`src/flash_seq_pkg.sv`:
```
`default_nettype none

package flash_seq_pkg;

    // register byte offsets
    localparam logic [7:0] CMD_AREA_OFS = 8'h00;
    localparam logic [7:0] START_ADDR_OFS = 8'h04;
    localparam logic [7:0] END_ADDR_OFS = 8'h08;
    localparam logic [7:0] POLICY_OFS = 8'h0c;
    localparam logic [7:0] ENTRY_OFS = 8'h10;
    localparam logic [7:0] FSTAT_OFS = 8'h14;
    localparam logic [7:0] ASTAT_OFS = 8'h18;

    // command codes
    localparam logic [7:0] AREA_ERASE_CODE = 8'h23;
    localparam logic [7:0] BLOCK_ERASE_CODE = 8'h20;
    localparam logic [7:0] PROGRAM_CODE = 8'he8;
    localparam logic [7:0] CONFIRM_CODE = 8'hd0;
    localparam logic [7:0] RESUME_CODE = 8'hd0;
    localparam logic [7:0] SUSPEND_CODE = 8'hb0;
    localparam logic [7:0] STATUS_CLEAR_CODE = 8'h50;

    // flash status field positions
    localparam int READY_BIT = 15;
    localparam int SUSPEND_READY_FLAG_BIT = 14;
    localparam int ERASE_SUSPENDED_FLAG_BIT = 13;
    localparam int PROGRAM_SUSPENDED_FLAG_BIT = 12;
    localparam int ILLEGAL_BIT = 11;
    localparam int ADDR_ERR_BIT = 10;
    // access status and policy register field positions
    localparam int LOCK_BIT = 4;
    localparam int POLICY_BIT = 0;

    // values after reset
    localparam logic POLICY_RESET = 1'b0;
    localparam logic [15:0] ENTRY_RESET = 16'h0000;
    localparam logic [31:0] ADDR_RESET = 32'h0000_0000;

    // address map
    localparam logic [31:0] DATA_BASE = 32'h0000_0000;
    localparam logic [31:0] DATA_LAST = 32'h0003_ffff;
    localparam logic [31:0] EXT_BASE = 32'h0010_0000;
    localparam logic [31:0] EXT_LAST = 32'h0010_7fff;
    localparam int MACRO_SHIFT = 17;
    localparam int DATA_BLOCK_SHIFT = 12;
    localparam int EXT_BLOCK_SHIFT = 11;

    // timing
    localparam int CLK_PERIOD_NS = 8;
    localparam int PROG_PULSE_NS = 8000;
    localparam int SUSPEND_READY_FLAG_DELAY_NS = 1000;
    localparam int SUSPEND_CUT_NS = 200;
    localparam int ERASE_PULSE_US = 1000;
    localparam int PROG_PULSE_CYCLES = (PROG_PULSE_NS + CLK_PERIOD_NS - 1) / CLK_PERIOD_NS;
    localparam int SUSPEND_READY_FLAG_CYCLES = (SUSPEND_READY_FLAG_DELAY_NS + CLK_PERIOD_NS - 1) / CLK_PERIOD_NS;
    localparam int SUSPEND_CUT_CYCLES = (SUSPEND_CUT_NS + CLK_PERIOD_NS - 1) / CLK_PERIOD_NS;
    localparam int ERASE_PULSE_CYCLES_DEF = (ERASE_PULSE_US * 1000 + CLK_PERIOD_NS - 1)
        / CLK_PERIOD_NS;
    localparam logic [7:0] PROG_PULSES = 8'h02;
    localparam logic [7:0] ERASE_PULSES_PER_BLOCK = 8'h02;

    typedef enum logic [2:0] {
        ST_IDLE,
        ST_PROG,
        ST_ERASE,
        ST_SUSPENDING,
        ST_SUSPENDED
    } seq_state_t;

endpackage

`default_nettype wire

```
`src/flash_erase_suspend_sequencer.sv`:
```
`timescale 1ns/1ps
`default_nettype none

module flash_erase_suspend_sequencer
    import flash_seq_pkg::*;
#(
    parameter int unsigned ERASE_PULSE_CYCLES = flash_seq_pkg::ERASE_PULSE_CYCLES_DEF
)
(
    input wire logic clk,
    input wire logic rstn,
    input wire logic [7:0] reg_addr,
    input wire logic [31:0] reg_wdata,
    input wire logic reg_wr,
    input wire logic reg_rd,
    output logic [31:0] reg_rdata,
    output logic ready_out,
    output logic lock_out,
    output logic pulse_active,
    output logic read_mode
);
    import flash_seq_pkg::*;

    // range check shared by area and block erase; nested programming uses in_range
    function automatic logic range_ok(input logic [31:0] s, input logic [31:0] e);
        logic in_data;
        logic in_ext;
        in_data = (s >= DATA_BASE) && (e <= DATA_LAST) && (s <= e)
            && (s[31:MACRO_SHIFT] == e[31:MACRO_SHIFT]);
        in_ext = (s >= EXT_BASE) && (e <= EXT_LAST) && (s <= e)
            && (s[31:EXT_BLOCK_SHIFT] == e[31:EXT_BLOCK_SHIFT]);
        return in_data || in_ext;
    endfunction

    function automatic logic in_range(input logic [31:0] a, input logic [31:0] s,
                                      input logic [31:0] e);
        return (a >= s) && (a <= e);
    endfunction

    seq_state_t state, next_state;
    logic [31:0] start_address_reg, next_start_address_reg;
    logic [31:0] end_address_reg, next_end_address_reg;
    logic erase_suspend_policy, next_erase_suspend_policy;
    logic [15:0] mode_entry_reg, next_mode_entry_reg;
    logic sequencer_ready_flag, next_sequencer_ready_flag;
    logic suspend_ready_flag, next_suspend_ready_flag;
    logic erase_suspended_flag, next_erase_suspended_flag;
    logic program_suspended_flag, next_program_suspended_flag;
    logic command_lock_flag, next_command_lock_flag;
    logic illegal_flag, next_illegal_flag;
    logic addr_err_flag, next_addr_err_flag;
    logic [7:0] pending_code, next_pending_code;
    logic pending, next_pending;
    logic op_erase, next_op_erase;
    logic nested_prog, next_nested_prog;
    logic cutting, next_cutting;
    logic pulse_cut_once, next_pulse_cut_once;
    logic [31:0] erase_lo, next_erase_lo;
    logic [31:0] erase_hi, next_erase_hi;
    logic [7:0] erase_left, next_erase_left;
    logic [31:0] erase_cnt, next_erase_cnt;
    logic [7:0] prog_left, next_prog_left;
    logic [31:0] prog_cnt, next_prog_cnt;
    logic [31:0] wait_cnt, next_wait_cnt;
    logic [31:0] reg_rdata_q, next_reg_rdata;
    logic next_pulse_active;

    logic cmd_wr;
    logic [7:0] code;
    logic [31:0] pulse_len;
    logic [31:0] pulse_cnt;
    logic pulse_end;
    logic [7:0] blocks;

    assign cmd_wr = reg_wr && (reg_addr == CMD_AREA_OFS);
    assign code = reg_wdata[7:0];
    assign pulse_len = op_erase && !nested_prog ? ERASE_PULSE_CYCLES : 32'(PROG_PULSE_CYCLES);
    assign pulse_cnt = op_erase && !nested_prog ? erase_cnt : prog_cnt;
    assign pulse_end = (pulse_cnt == pulse_len - 32'h1);
    // data area counts 4k blocks, an extended area erase covers one 2k block
    assign blocks = (start_address_reg >= EXT_BASE) ? 8'h01 :
        8'((end_address_reg >> DATA_BLOCK_SHIFT) - (start_address_reg >> DATA_BLOCK_SHIFT) + 32'h1);

    always_comb
    begin
        next_state = state;
        next_start_address_reg = start_address_reg;
        next_end_address_reg = end_address_reg;
        next_erase_suspend_policy = erase_suspend_policy;
        next_mode_entry_reg = mode_entry_reg;
        next_sequencer_ready_flag = sequencer_ready_flag;
        next_suspend_ready_flag = suspend_ready_flag;
        next_erase_suspended_flag = erase_suspended_flag;
        next_program_suspended_flag = program_suspended_flag;
        next_command_lock_flag = command_lock_flag;
        next_illegal_flag = illegal_flag;
        next_addr_err_flag = addr_err_flag;
        next_pending_code = pending_code;
        next_pending = pending;
        next_op_erase = op_erase;
        next_nested_prog = nested_prog;
        next_cutting = cutting;
        next_pulse_cut_once = pulse_cut_once;
        next_erase_lo = erase_lo;
        next_erase_hi = erase_hi;
        next_erase_left = erase_left;
        next_erase_cnt = erase_cnt;
        next_prog_left = prog_left;
        next_prog_cnt = prog_cnt;
        next_wait_cnt = wait_cnt;

        // running operation timing
        unique case (state)
            ST_IDLE, ST_SUSPENDED:
            begin
            end
            ST_PROG, ST_ERASE:
            begin
                if (!nested_prog && !suspend_ready_flag)
                begin
                    if (wait_cnt == 32'(SUSPEND_READY_FLAG_CYCLES - 1))
                        next_suspend_ready_flag = 1'b1;
                    else
                        next_wait_cnt = wait_cnt + 32'h1;
                end
                if (state == ST_PROG)
                    next_prog_cnt = pulse_end ? 32'h0 : prog_cnt + 32'h1;
                else
                    next_erase_cnt = pulse_end ? 32'h0 : erase_cnt + 32'h1;
                if (pulse_end)
                begin
                    if (state == ST_PROG)
                        next_prog_left = prog_left - 8'h1;
                    else
                    begin
                        next_erase_left = erase_left - 8'h1;
                        // a fresh pulse may be cut again
                        next_pulse_cut_once = 1'b0;
                    end
                    if ((state == ST_PROG ? prog_left : erase_left) == 8'h1)
                    begin
                        next_suspend_ready_flag = 1'b0;
                        next_sequencer_ready_flag = 1'b1;
                        next_state = nested_prog ? ST_SUSPENDED : ST_IDLE;
                        next_nested_prog = 1'b0;
                    end
                end
            end
            ST_SUSPENDING:
            begin
                if (cutting)
                begin
                    // pulse cut, reapplied from its start on resume
                    if (wait_cnt == 32'(SUSPEND_CUT_CYCLES - 1))
                    begin
                        next_erase_cnt = 32'h0;
                        next_pulse_cut_once = 1'b1;
                        next_cutting = 1'b0;
                        next_sequencer_ready_flag = 1'b1;
                        next_state = ST_SUSPENDED;
                    end
                    else
                        next_wait_cnt = wait_cnt + 32'h1;
                end
                else
                begin
                    if (op_erase)
                        next_erase_cnt = pulse_end ? 32'h0 : erase_cnt + 32'h1;
                    else
                        next_prog_cnt = pulse_end ? 32'h0 : prog_cnt + 32'h1;
                    if (pulse_end)
                    begin
                        if (op_erase)
                        begin
                            next_erase_left = erase_left - 8'h1;
                            next_pulse_cut_once = 1'b0;
                        end
                        else
                            next_prog_left = prog_left - 8'h1;
                        next_sequencer_ready_flag = 1'b1;
                        // last pulse done means plain completion
                        if ((op_erase ? erase_left : prog_left) == 8'h1)
                            next_state = ST_IDLE;
                        else
                        begin
                            next_erase_suspended_flag = op_erase;
                            next_program_suspended_flag = !op_erase;
                            next_state = ST_SUSPENDED;
                        end
                    end
                end
            end
            default:
            begin
                next_state = ST_IDLE;
            end
        endcase

        if (reg_wr)
        begin
            unique case (reg_addr)
                START_ADDR_OFS: next_start_address_reg = reg_wdata;
                END_ADDR_OFS: next_end_address_reg = reg_wdata;
                POLICY_OFS: next_erase_suspend_policy = reg_wdata[POLICY_BIT];
                ENTRY_OFS: next_mode_entry_reg = reg_wdata[15:0];
                default:
                begin
                end
            endcase
        end

        if (cmd_wr)
        begin
            if (command_lock_flag)
            begin
                // only status clear gets through a lock
                if (code == STATUS_CLEAR_CODE)
                begin
                    next_command_lock_flag = 1'b0;
                    next_illegal_flag = 1'b0;
                    next_addr_err_flag = 1'b0;
                end
            end
            else if (pending)
            begin
                next_pending = 1'b0;
                // second access must be the confirm code
                if (code != CONFIRM_CODE)
                    next_illegal_flag = 1'b1;
                else if (pending_code == PROGRAM_CODE)
                begin
                    // nested write must avoid the erase target
                    if (state == ST_SUSPENDED &&
                        in_range(start_address_reg, erase_lo, erase_hi))
                        next_illegal_flag = 1'b1;
                    else
                    begin
                        next_sequencer_ready_flag = 1'b0;
                        next_nested_prog = (state == ST_SUSPENDED);
                        next_op_erase = (state == ST_SUSPENDED);
                        next_prog_left = PROG_PULSES;
                        next_prog_cnt = 32'h0;
                        next_wait_cnt = 32'h0;
                        next_state = ST_PROG;
                    end
                end
                else if (!range_ok(start_address_reg, end_address_reg))
                    next_addr_err_flag = 1'b1;
                else
                begin
                    next_sequencer_ready_flag = 1'b0;
                    next_op_erase = 1'b1;
                    next_erase_lo = start_address_reg;
                    next_erase_hi = end_address_reg;
                    next_erase_left = (pending_code == AREA_ERASE_CODE) ?
                        8'(blocks * ERASE_PULSES_PER_BLOCK) : ERASE_PULSES_PER_BLOCK;
                    next_erase_cnt = 32'h0;
                    next_pulse_cut_once = 1'b0;
                    next_wait_cnt = 32'h0;
                    next_state = ST_ERASE;
                end
            end
            else if (code == AREA_ERASE_CODE || code == BLOCK_ERASE_CODE ||
                     code == PROGRAM_CODE)
            begin
                // only programming is allowed under erase suspension
                if (mode_entry_reg != 16'h0000 && (state == ST_IDLE ||
                    (state == ST_SUSPENDED && erase_suspended_flag && code == PROGRAM_CODE)))
                begin
                    next_pending = 1'b1;
                    next_pending_code = code;
                end
                else
                    next_illegal_flag = 1'b1;
            end
            else if (code == SUSPEND_CODE)
            begin
                // only a running operation can be suspended
                // an operation finishing this cycle is left to complete
                if ((state == ST_PROG || state == ST_ERASE) && !nested_prog &&
                    next_state == state)
                begin
                    if (suspend_ready_flag)
                    begin
                        next_suspend_ready_flag = 1'b0;
                        next_wait_cnt = 32'h0;
                        next_state = ST_SUSPENDING;
                        // cut only a fresh erase pulse in priority mode
                        if (state == ST_ERASE && !erase_suspend_policy && !pulse_cut_once)
                        begin
                            next_cutting = 1'b1;
                            next_erase_suspended_flag = 1'b1;
                        end
                    end
                    else
                        next_illegal_flag = 1'b1;
                end
            end
            else if (code == RESUME_CODE)
            begin
                if (state != ST_SUSPENDED || !(erase_suspended_flag || program_suspended_flag))
                    next_illegal_flag = 1'b1;
                else
                begin
                    // ready and suspended flags cleared, operation restarts
                    next_sequencer_ready_flag = 1'b0;
                    next_erase_suspended_flag = 1'b0;
                    next_program_suspended_flag = 1'b0;
                    next_wait_cnt = 32'h0;
                    next_state = op_erase ? ST_ERASE : ST_PROG;
                end
            end
            else if (code == STATUS_CLEAR_CODE)
            begin
                next_illegal_flag = 1'b0;
                next_addr_err_flag = 1'b0;
            end
            else
                next_illegal_flag = 1'b1;
        end

        // any error sets the lock; set wins over clear
        if ((next_illegal_flag && !illegal_flag) || (next_addr_err_flag && !addr_err_flag))
            next_command_lock_flag = 1'b1;

        next_pulse_active = (next_state == ST_PROG) || (next_state == ST_ERASE) ||
            (next_state == ST_SUSPENDING && !next_cutting);

        next_reg_rdata = 32'h0;
        if (reg_rd)
        begin
            unique case (reg_addr)
                START_ADDR_OFS: next_reg_rdata = start_address_reg;
                END_ADDR_OFS: next_reg_rdata = end_address_reg;
                POLICY_OFS: next_reg_rdata[POLICY_BIT] = erase_suspend_policy;
                ENTRY_OFS: next_reg_rdata[15:0] = mode_entry_reg;
                FSTAT_OFS:
                begin
                    next_reg_rdata[READY_BIT] = sequencer_ready_flag;
                    next_reg_rdata[SUSPEND_READY_FLAG_BIT] = suspend_ready_flag;
                    next_reg_rdata[ERASE_SUSPENDED_FLAG_BIT] = erase_suspended_flag;
                    next_reg_rdata[PROGRAM_SUSPENDED_FLAG_BIT] = program_suspended_flag;
                    next_reg_rdata[ILLEGAL_BIT] = illegal_flag;
                    next_reg_rdata[ADDR_ERR_BIT] = addr_err_flag;
                end
                ASTAT_OFS: next_reg_rdata[LOCK_BIT] = command_lock_flag;
                default: next_reg_rdata = 32'h0;
            endcase
        end
    end

    always_ff @(posedge clk or negedge rstn)
    begin
        if (!rstn)
        begin
            state <= ST_IDLE;
            start_address_reg <= ADDR_RESET;
            end_address_reg <= ADDR_RESET;
            erase_suspend_policy <= POLICY_RESET;
            mode_entry_reg <= ENTRY_RESET;
            sequencer_ready_flag <= 1'b1;
            suspend_ready_flag <= 1'b0;
            erase_suspended_flag <= 1'b0;
            program_suspended_flag <= 1'b0;
            command_lock_flag <= 1'b0;
            illegal_flag <= 1'b0;
            addr_err_flag <= 1'b0;
            pending_code <= 8'h00;
            pending <= 1'b0;
            op_erase <= 1'b0;
            nested_prog <= 1'b0;
            cutting <= 1'b0;
            pulse_cut_once <= 1'b0;
            erase_lo <= ADDR_RESET;
            erase_hi <= ADDR_RESET;
            erase_left <= 8'h00;
            erase_cnt <= 32'h0;
            prog_left <= 8'h00;
            prog_cnt <= 32'h0;
            wait_cnt <= 32'h0;
            reg_rdata_q <= 32'h0;
            ready_out <= 1'b1;
            lock_out <= 1'b0;
            pulse_active <= 1'b0;
            read_mode <= 1'b1;
        end
        else
        begin
            state <= next_state;
            start_address_reg <= next_start_address_reg;
            end_address_reg <= next_end_address_reg;
            erase_suspend_policy <= next_erase_suspend_policy;
            mode_entry_reg <= next_mode_entry_reg;
            sequencer_ready_flag <= next_sequencer_ready_flag;
            suspend_ready_flag <= next_suspend_ready_flag;
            erase_suspended_flag <= next_erase_suspended_flag;
            program_suspended_flag <= next_program_suspended_flag;
            command_lock_flag <= next_command_lock_flag;
            illegal_flag <= next_illegal_flag;
            addr_err_flag <= next_addr_err_flag;
            pending_code <= next_pending_code;
            pending <= next_pending;
            op_erase <= next_op_erase;
            nested_prog <= next_nested_prog;
            cutting <= next_cutting;
            pulse_cut_once <= next_pulse_cut_once;
            erase_lo <= next_erase_lo;
            erase_hi <= next_erase_hi;
            erase_left <= next_erase_left;
            erase_cnt <= next_erase_cnt;
            prog_left <= next_prog_left;
            prog_cnt <= next_prog_cnt;
            wait_cnt <= next_wait_cnt;
            reg_rdata_q <= next_reg_rdata;
            ready_out <= next_sequencer_ready_flag;
            lock_out <= next_command_lock_flag;
            pulse_active <= next_pulse_active;
            // cleared entry register means read mode
            read_mode <= (next_mode_entry_reg == 16'h0000);
        end
    end

    assign reg_rdata = reg_rdata_q;

endmodule

`default_nettype wire

```
`config.mk`:
```
export PLATFORM = sky130hd
export DESIGN_NAME = flash_erase_suspend_sequencer
export DESIGN_NICKNAME = d
export VERILOG_FILES = /design/src/flash_seq_pkg.sv /design/src/flash_erase_suspend_sequencer.sv
export SDC_FILE = /design/constraint.sdc
export NUM_CORES = 1
export LEC_CHECK = 0
export BUFFER_PORTS_ARGS = -buffer_cell sky130_fd_sc_hd__buf_4
export CORE_UTILIZATION = 45
export DETAILED_ROUTE_END_ITERATION = 12
export PLACE_DENSITY = 0.65
export SYNTH_ARGS = -nofsm -noshare
export SYNTH_HDL_FRONTEND = slang
export SYNTH_SLANG_ARGS = --single-unit
export TNS_END_PERCENT = 20
```
`constraint.sdc`:
```
create_clock -name clk -period 3.7 [get_ports clk]
set_input_delay 0.37 -clock clk [delete_from_list [all_inputs] [get_ports clk]]
set_output_delay 0.37 -clock clk [all_outputs]
set_load 0.005 [all_outputs]
```
## Yosys cells after proc, flatten, opt, wreduce, memory -nomap -nowiden

Cells that the tools add are included.

| word-level totals | value |
|---|---|
| register bits | 314 |
| output and inout port bits | 36 |
| word-level logic and storage cells | 357 |

| operators by class | value |
|---|---|
| $add $sub $neg | 8 |
| magnitude comparators | 7 |
| equal/unequal tests | 32 |
| multiplexer cells | 223 |
| bitwise operators | 4 |
| reductions and logical operators | 55 |

Operators with widths:

| operator | number |
|---|---|
| 32-bit two-way mux | 40 |
| 8-bit two-way mux | 25 |
| 32-bit case mux with 2 select lines | 3 |
| 1-bit two-way mux | 119 |
| 32-bit by 1-bit adder with 32-bit output, second input constant | 3 |
| 32-bit <= comparator | 2 |
| 3-bit two-way mux | 20 |
| 32-bit equality test | 1 |
| 32-bit by 5-bit equality test with 1-bit output, second input constant | 1 |
| 32-bit by 7-bit equality test with 1-bit output, second input constant | 1 |
| 8-bit equality test, second input constant | 4 |
| 32-bit by 1-bit >= comparator with 1-bit output, second input constant | 1 |
| 32-bit by 21-bit >= comparator with 1-bit output, second input constant | 1 |
| 32-bit >= comparator | 1 |
| 32-bit by 18-bit <= comparator with 1-bit output, second input constant | 1 |
| 32-bit by 21-bit <= comparator with 1-bit output, second input constant | 1 |
| 16-bit two-way mux | 2 |
| 16-bit case mux with 2 select lines | 1 |
| 8-bit case mux with 2 select lines | 2 |
| 8-bit by 5-bit equality test with 1-bit output, second input constant | 3 |
| 8-bit by 6-bit equality test with 1-bit output, second input constant | 3 |
| 6-bit case mux with 4 select lines | 1 |
| 21-bit equality test | 1 |
| 1-bit logical AND | 21 |
| other kinds (35) | 71 |

## Longest topological paths before layout

Gate-level depths: netlist of run 1.

| logic depth | value |
|---|---|
| depth in word-level cells | 19 |
| gate-level depth with buffers | 13 |
| depth with buffers taken out | 12 |

## Worst setup path before layout of run 1

Ideal clock, no wire load.

| path | value |
|---|---|
| path kind | reg2reg |
| from | register start_address_reg[13] |
| to | register wait_cnt[28] |
| library setup time | 68 ps |
| arrival | 3094 ps |
| setup slack | 537 ps |
| cell stages (with the launch flop) | 13 |
| buffers on the path | 3 |
| path through | dfrtp_1 ha_1 nand4_1 or3_1 or3b_1 o21a_1 a31o_1 o311a_1 clkbuf_1 or4_1 buf_6 buf_12 nor2_4 |

| on the way | value |
|---|---|
| word-level cells in the longest chain between the ends | 11 |
| elaborated cells on any way between the ends | 22 |
| those cells by class | order compare (5); eq/ne (1); mux (7); reduce/logical (9) |

RTL lines:

| item | line | RTL |
|---|---|---|
| start, declared | flash_erase_suspend_sequencer.sv:41 | `logic [31:0] start_address_reg, next_start_address_reg;` |
| start signal, assigned | flash_erase_suspend_sequencer.sv:390 | `start_address_reg <= next_start_address_reg;` |
| 32-bit by 1-bit >= comparator with 1-bit output or 32-bit by 21-bit >= comparator with 1-bit output (tied branches) | flash_erase_suspend_sequencer.sv:28, flash_erase_suspend_sequencer.sv:30 |  |
| 1-bit logical AND, on equally long branches (2 in series) | flash_erase_suspend_sequencer.sv:28, flash_erase_suspend_sequencer.sv:30 |  |
| 1-bit logical AND, on equally long branches | flash_erase_suspend_sequencer.sv:29, flash_erase_suspend_sequencer.sv:31 |  |
| 1-bit logical OR | flash_erase_suspend_sequencer.sv:32 | `return in_data \|\| in_ext;` |
| 32-bit two-way mux | flash_erase_suspend_sequencer.sv:247 | `else if (!range_ok(start_address_reg, end_address_reg))` |
| 32-bit two-way mux * | flash_erase_suspend_sequencer.sv:230 | `else if (pending_code == PROGRAM_CODE)` |
| 32-bit two-way mux * | flash_erase_suspend_sequencer.sv:228 | `if (code != CONFIRM_CODE)` |
| 32-bit two-way mux * | flash_erase_suspend_sequencer.sv:224 | `else if (pending)` |
| 32-bit two-way mux * | flash_erase_suspend_sequencer.sv:214 | `if (command_lock_flag)` |
| 32-bit two-way mux * | flash_erase_suspend_sequencer.sv:212 | `if (cmd_wr)` |
| named net next_wait_cnt[28] | flash_erase_suspend_sequencer.sv:64 | `logic [31:0] wait_cnt, next_wait_cnt;` |
| end signal, assigned | flash_erase_suspend_sequencer.sv:413 | `wait_cnt <= next_wait_cnt;` |
| end, declared | flash_erase_suspend_sequencer.sv:64 |  |

Mark *: on every way through the listed nets, which the timed path passes. The rest lies on a longest branch.
A chain may end at the register's enable or synchronous reset.

## Worst setup path in the final report of run 1

| path | value |
|---|---|
| from | register start_address_reg[19] |
| to | register wait_cnt[18] |

The elaborated chain is that of the path after synthesis.

==> results.toml, run 1 <==
[drt]
drc = 0
dr.pass1.iters = 5
wl_per_cell_um = 18.87
vias = 14888
drt_wl_total_um = 47770
drt_iter0_markers = 1309
detail-route-antenna-nets = 0
routed_via_density = 5.882

[worst_setup_path]
cp-start-kind = "flop"
worstPathMaxFanout = 17
required_ns = 4.17
critPathArrivalTime_ns = 3.85
path_class = "flop to flop"
cp-end-kind = "flop"

[die]
dieArea_um2 = 40380
die_x_um = 200.9
core_area_um2 = 38830
start_util_pct = 45.87
ios = 80
die_y_um = 200.9
row_count = 72

[synth]
ys_seq_elements = 314
synth-async-reset-ratio_pct = 100.0
synthesis.area_um2 = 17810
avgSynthCellArea_um2 = 9.404
synthCells = 1894
synth_top_family_by_area = "simple AND/OR/NAND/NOR gates"
synthMuxAreaShare_pct = 5.838
yosysUniqueCellTypes = 83
synth_compound_area_share_pct = 13.91
synth_simple_gate_area_share_pct = 21.31
yosys_warnings = 0
yosysSeqAreaShare_pct = 44.13
synth-adder-area-share_pct = 8.051
syn_nets = 2052
synth-main-ff-cell = "dfrtp_1"
synth_xor_xnor_area_share_pct = 2.262
synth_edf_count = 0

[global_route]
track_usage_pct = 23.96
antenna_found_initial = 1
grt_pass1_wl_um = 78090
grt_max_degree = 94
globalRouteOverflowTotal = 0
grt_pass1_vias = 14645

[placement]
dp_hpwl_um = 32910
pre_cts_ws_ns = 0.1221
io_buffers = 79
gp_congestion = 0.8842

[clock_tree]
cts_buffers = 36
root_buffer = "clkbuf_16"
cts.sinks = 314
htreeDepth = 2
cts_buffer_depth = 3
insertion_delay_ns = 0.56
tritoncts = "done"
post-cts-setup-buffer-count = 0
clkTransAtPathRegs_ns = 0.06

[timing]
worstMarginPinSlew_ns = 1.202
slew_violations = 0
fmax_mhz = 295.8
rsz0062_at_grt = "false"
finalSetupTns_ns = 0
hold_violations = 0
min_period_ns = 3.381
worst_slack_ns = 0.3191
finalSetupViolCount = 0
max_slew_margin_pct = 19.18
finClkSkew_ns = 0.02794
post-route-period-util_pct = 91.38

[final_layout]
fin_nets = 2147
drive_gt1_share_pct = 16.10
syn2layout_area_growth_pct = 14.82
fillers = 3476
diodes = 0

[pwr]
p_leak_nw = 9.117
power_density_nw_per_um2 = 381.9
peakVddDrop_v = 0.0002532

[run]
maxCapViolCount = 0

[min_path]
hold_class = "input pin to flop"

[run_status]
status = "finished clean"
-- area by class of cell --
class | count | area (um2) | area share [%]
repair buffers | 141 | 1136 | 5.555
flip-flops and latches | 314 | 7861 | 38.44
multi-input cells | 1380 | 9195 | 44.96
inverters | 116 | 435.4 | 2.129
clock inverters | 12 | 148.9 | 0.7281
clock buffers | 50 | 1026 | 5.017
well taps | 518 | 648.1 | 3.169
-- logic make-up (layout without fill, tap and decap cells) --
group / count (synthesis) / after routing
AO/OA/AOI/OAI: 403 / 403
XOR/XNOR: 46 / 46
adder cells (fa/ha/maj): 114 / 114
buffers and inverters: 200 / 319
flip-flops: 314 / 314
multiplexers: 93 / 93
AND/OR/NAND/NOR: 724 / 724
-- what timing repair did --
item                                    CTS  global route
gates resized for setup                   0             7
hold buffers                              1             0
endpoints found under the setup margin    0            19
endpoints found under the hold margin    86             0
-- cells in the mapped netlist, types with 6 or more instances --
cell type  number  area (um2)
mux2i_1         6       60.06
dfrtp_1       312        7807
or2_2           6       37.54
a21oi_1       118       590.6
inv_1         116       435.4
nand3b_1        6       45.04
o21ai_0       134       670.6
and3_1         26       162.7
xnor2_1        18       157.7
nor4_1         46       287.8
ha_1          113        1414
buf_2          10       50.05
nor3_1         39       195.2
nand3_1        60       300.3
o211ai_1        8       60.06
and4_1         13       113.9
xor2_1         28       245.2
buf_1           8       30.03
o21a_1          9       67.56
a21o_1         17       127.6
nand4_1        45       281.5
and2_1         18       112.6
mux2_2         86       968.4
a31oi_1         9       56.30
nor2_4          9       101.4
nor2_1        156       585.6
a22oi_1        28       210.2
nor3b_1        13       97.59
nand2b_1       11       68.82
clkbuf_1       62       232.7
o31ai_1         6       45.04
or4_1          11       82.58
a222oi_1       17       170.2
or3_1          14       87.58
nand2_1       186       698.2
a211oi_1       12       90.09
nor2b_1        28       175.2
-- metrics by stage --
step           hold WS (ns)  utilization, %  std cells  cell area, um2  power (mW)
2_1_floorplan       0.07441               -       1894           17810       3.932
3_3_place_gp         0.4450           49.46       2467           19200       4.226
3_5_place_dp         0.4512           49.46       2467           19200       4.244
4_1_cts             0.03328           52.51       2530           20390       7.875
5_1_grt             0.04368           52.67       2531           20450       8.099
6_report            0.05980           52.67       2531           20450       7.811
-- cell usage in the layout (no fill, tap or decap), types with 38 or more instances in the layout --
| cell type | count |
|---|---|
| mux2_2 | 86 |
| nand3_1 | 60 |
| o21ai_0 | 134 |
| inv_1 | 116 |
| nor3_1 | 38 |
| buf_4 | 134 |
| clkbuf_16 | 39 |
| nand4_1 | 45 |
| nor4_1 | 46 |
| a21oi_1 | 118 |
| nand2_1 | 186 |
| dfrtp_1 | 311 |
| ha_1 | 113 |
| nor2_1 | 154 |
-- power by group --
part | internal, mW | total, mW | switching, mW | leakage (nW)
Combinational | 0.271 | 0.661 | 0.391 | 4.95
Clock | 2.15 | 3.61 | 1.46 | 0.577
Sequential | 3.49 | 3.54 | 0.0519 | 3.59
-- path summary, 6_finish.rpt --
path                       cells past startpoint                   from  slack [ns]               endpoint
min in group asynchronous                      2                   rstn        0.43    end_address_reg[19]
max in group asynchronous                      3                   rstn        2.24        pending_code[0]
hold reg to reg                                1        pending_code[5]        0.48        pending_code[5]
setup reg to reg                              10  start_address_reg[19]        0.32           wait_cnt[18]
hold / removal                                 2          reg_wdata[21]        0.06  start_address_reg[21]
setup / recovery                              10  start_address_reg[19]        0.32           wait_cnt[18]
-- metal layers --
layer  global-route usage [%]  part of all wire (%)
met5                        0                     0
met3                    3.685                   6.1
met4                    8.152                   2.7
met1                    34.43                    46
met2                    36.78                    45
-- critical path: stages, from the launching register on --
cell	delay (ns)
dfrtp_2	0.44
ha_1	0.34
nand4_1	0.19
nor4_4	0.40
or3b_4	0.43
o21a_1	0.12
a31o_1	0.21
o311a_1	0.33
or4_4	0.48
buf_12	0.18
nor3_2	0.16
No activity file was read; power rests on OpenSTA's default activity.
==> run 2: changes to the inputs <==
- CAP_MARGIN: unset -> 20
- CTS_BUF_LIST: unset -> sky130_fd_sc_hd__clkbuf_16
- MAX_ROUTING_LAYER: unset -> met4
==> run 2 against run 1 <==
Net effect: routed wire length is 2.1% lower; combinational power is 2% lower; total power is 2.6% lower; critical path type unchanged.
==> results.toml, run 2 (synthesized netlist as in run 1, its figures left out) <==
[timing]
min_period_ns = 3.499
max_slew_margin_pct = 26.85
fmax_mhz = 285.8
hold_violations = 0
post-route-period-util_pct = 94.56
rsz0062_at_grt = "false"
worstMarginPinSlew_ns = 1.090
finalSetupTns_ns = 0
finalSetupViolCount = 0
finClkSkew_ns = 0.02675
slew_violations = 0

[min_path]
hold_path.startpoint = "reg_wdata[8]"
hold_depth = 2
hold_class = "input pin to flop"
hold_end = "end_address_reg[8]"

[placement]
dp_hpwl_um = 32660
gp_congestion = 0.9012
dp.cells = 2464
io_buffers = 79

[die]
dieArea_um2 = 40380
ios = 80
die_x_um = 200.9
core_area_um2 = 38830
row_count = 72
die_y_um = 200.9
start_util_pct = 45.87

[global_route]
grt_pass1_wl_um = 77290
globalRouteOverflowTotal = 0
track_usage_pct = 24.32
grt_max_degree = 107
antenna_found_initial = 1
grt_pass1_vias = 14512

[worst_setup_path]
r2r_end = "wait_cnt[18]"
worstPathMaxFanout = 33
path_class = "flop to flop"
reg2regPathDepth = 10
cp-end-kind = "flop"
r2r-start = "start_address_reg[11]"
cp-start-kind = "flop"
required_ns = 4.17
ff2ff_setup_slack_ns = 0.20
critPathArrivalTime_ns = 3.97

[drt]
drc = 0
drt_wl_total_um = 46760
detail-route-antenna-nets = 0
dr.pass1.iters = 5
wl_per_cell_um = 18.48
routed_via_density = 5.797
vias = 14666
drt_iter0_markers = 1082

[final_layout]
final_common_cell = "dfrtp_1"
diodes = 0
fin_nets = 2145
finalNonFillerCells = 2530
fillers = 3548
area.sequential_um2 = 7860
drive_gt1_share_pct = 15.36
syn2layout_area_growth_pct = 14.32
final_cell_mix = "dfrtp_1 (312), nand2_1 (186), nor2_1 (154), o21ai_0 (133), buf_4 (129)"
multiInputGateArea_um2 = 9183

[clock_tree]
insertion_delay_ns = 0.55
cts_buffers = 36
cts_buffer_depth = 3
root_buffer = "clkbuf_16"
cts.sinks = 314
clkTransAtPathRegs_ns = 0.06
post-cts-setup-buffer-count = 0
htreeDepth = 2
tritoncts = "done"

[pwr]
power_density_nw_per_um2 = 373.8
internal-power_mw = 5.728
seqPwrFrac_pct = 46.5
power_mw = 7.612
pwr-share-clk_pct = 45.0
peakVddDrop_v = 0.0002994
p_leak_nw = 9.108
switching_power_mw = 1.883
p_comb_share_pct = 8.5
swShare_pct = 24.74

[run_status]
status = "finished clean"

[run]
maxCapViolCount = 0
## run 2: cell types whose count changed in the layout (fill, tap and decap cells not counted), sizes merged
| cell | before | now |
|---|---|---|
| buf | 139 | 137 |
| clkbuf | 51 | 37 |
| inv | 116 | 126 |
| clkinvlp | 1 | 0 |
| clkinv | 8 | 14 |
## run 2: layout make-up
type / instances / area share (%)
repair buffers: 139 / 5.568
well taps: 518 / 3.183
flip-flops and latches: 314 / 38.60
multi-input cells: 1380 / 45.10
clock inverters: 27 / 0.9832
inverters: 116 / 2.139
clock buffers: 36 / 4.425
## run 2: worst max-delay path by stage
| stage | start | slack (ns) | to |
|---|---|---|---|
| floorplan | start_address_reg[13] | 0.54 | wait_cnt[28] |
| global placement | start_address_reg[31] | 0.26 | wait_cnt[18] |
| detailed placement | start_address_reg[31] | 0.19 | wait_cnt[18] |
| CTS | start_address_reg[31] | 0.18 | wait_cnt[18] |
| global route | start_address_reg[11] | 0.08 | wait_cnt[18] |
| finish | start_address_reg[11] | 0.20 | wait_cnt[18] |
## run 2: repair_timing
item,CTS,global route
hold buffers,1,0
hold endpoints to repair,65,0
resized for setup,0,4
endpoints found under the setup margin,0,1
## run 2: worst max-delay path, stage by stage (launching register included)
cell and delay [ns]:
dfrtp_1 0.45, ha_1 0.32, nand4_1 0.12, or3_1 0.43, or3b_1 0.42, o21a_1 0.12
a31o_1 0.21, o311a_1 0.32, or4_2 0.59, buf_12 0.21, nor3_2 0.19
## run 2: per-stage QoR
step | worst slack [ns] | hold slack (ns) | utilization (%) | area [um2]
floorplan | 0.5371 | 0.07441 | - | 17810
global placement | 0.2569 | 0.3814 | 49.47 | 19210
detailed placement | 0.1891 | 0.3815 | 49.47 | 19210
CTS | 0.1766 | 0.04860 | 52.33 | 20320
global route | 0.07811 | 0.05888 | 52.44 | 20360
finish | 0.2014 | 0.06772 | 52.44 | 20360
## run 2: power groups by stage
stage	Sequential [mW]	Combinational (mW)	Clock [mW]
2_1_floorplan	3.59	0.341	0
3_3_place_gp	3.60	0.632	0
3_5_place_dp	3.60	0.641	0
4_1_cts	3.54	0.645	3.49
5_1_grt	3.54	0.723	3.63
6_report	3.54	0.649	3.42
## run 2: routing by layer
layer | part of all wire (%) | up-vias | track usage, %
met4 | 2.5 | 0 | 7.552
met5 | 0 | - | -
met2 | 45 | 445 | 36.65
li1 | - | 7005 | -
met3 | 6.0 | 86 | 4.286
met1 | 46 | 7130 | 33.26
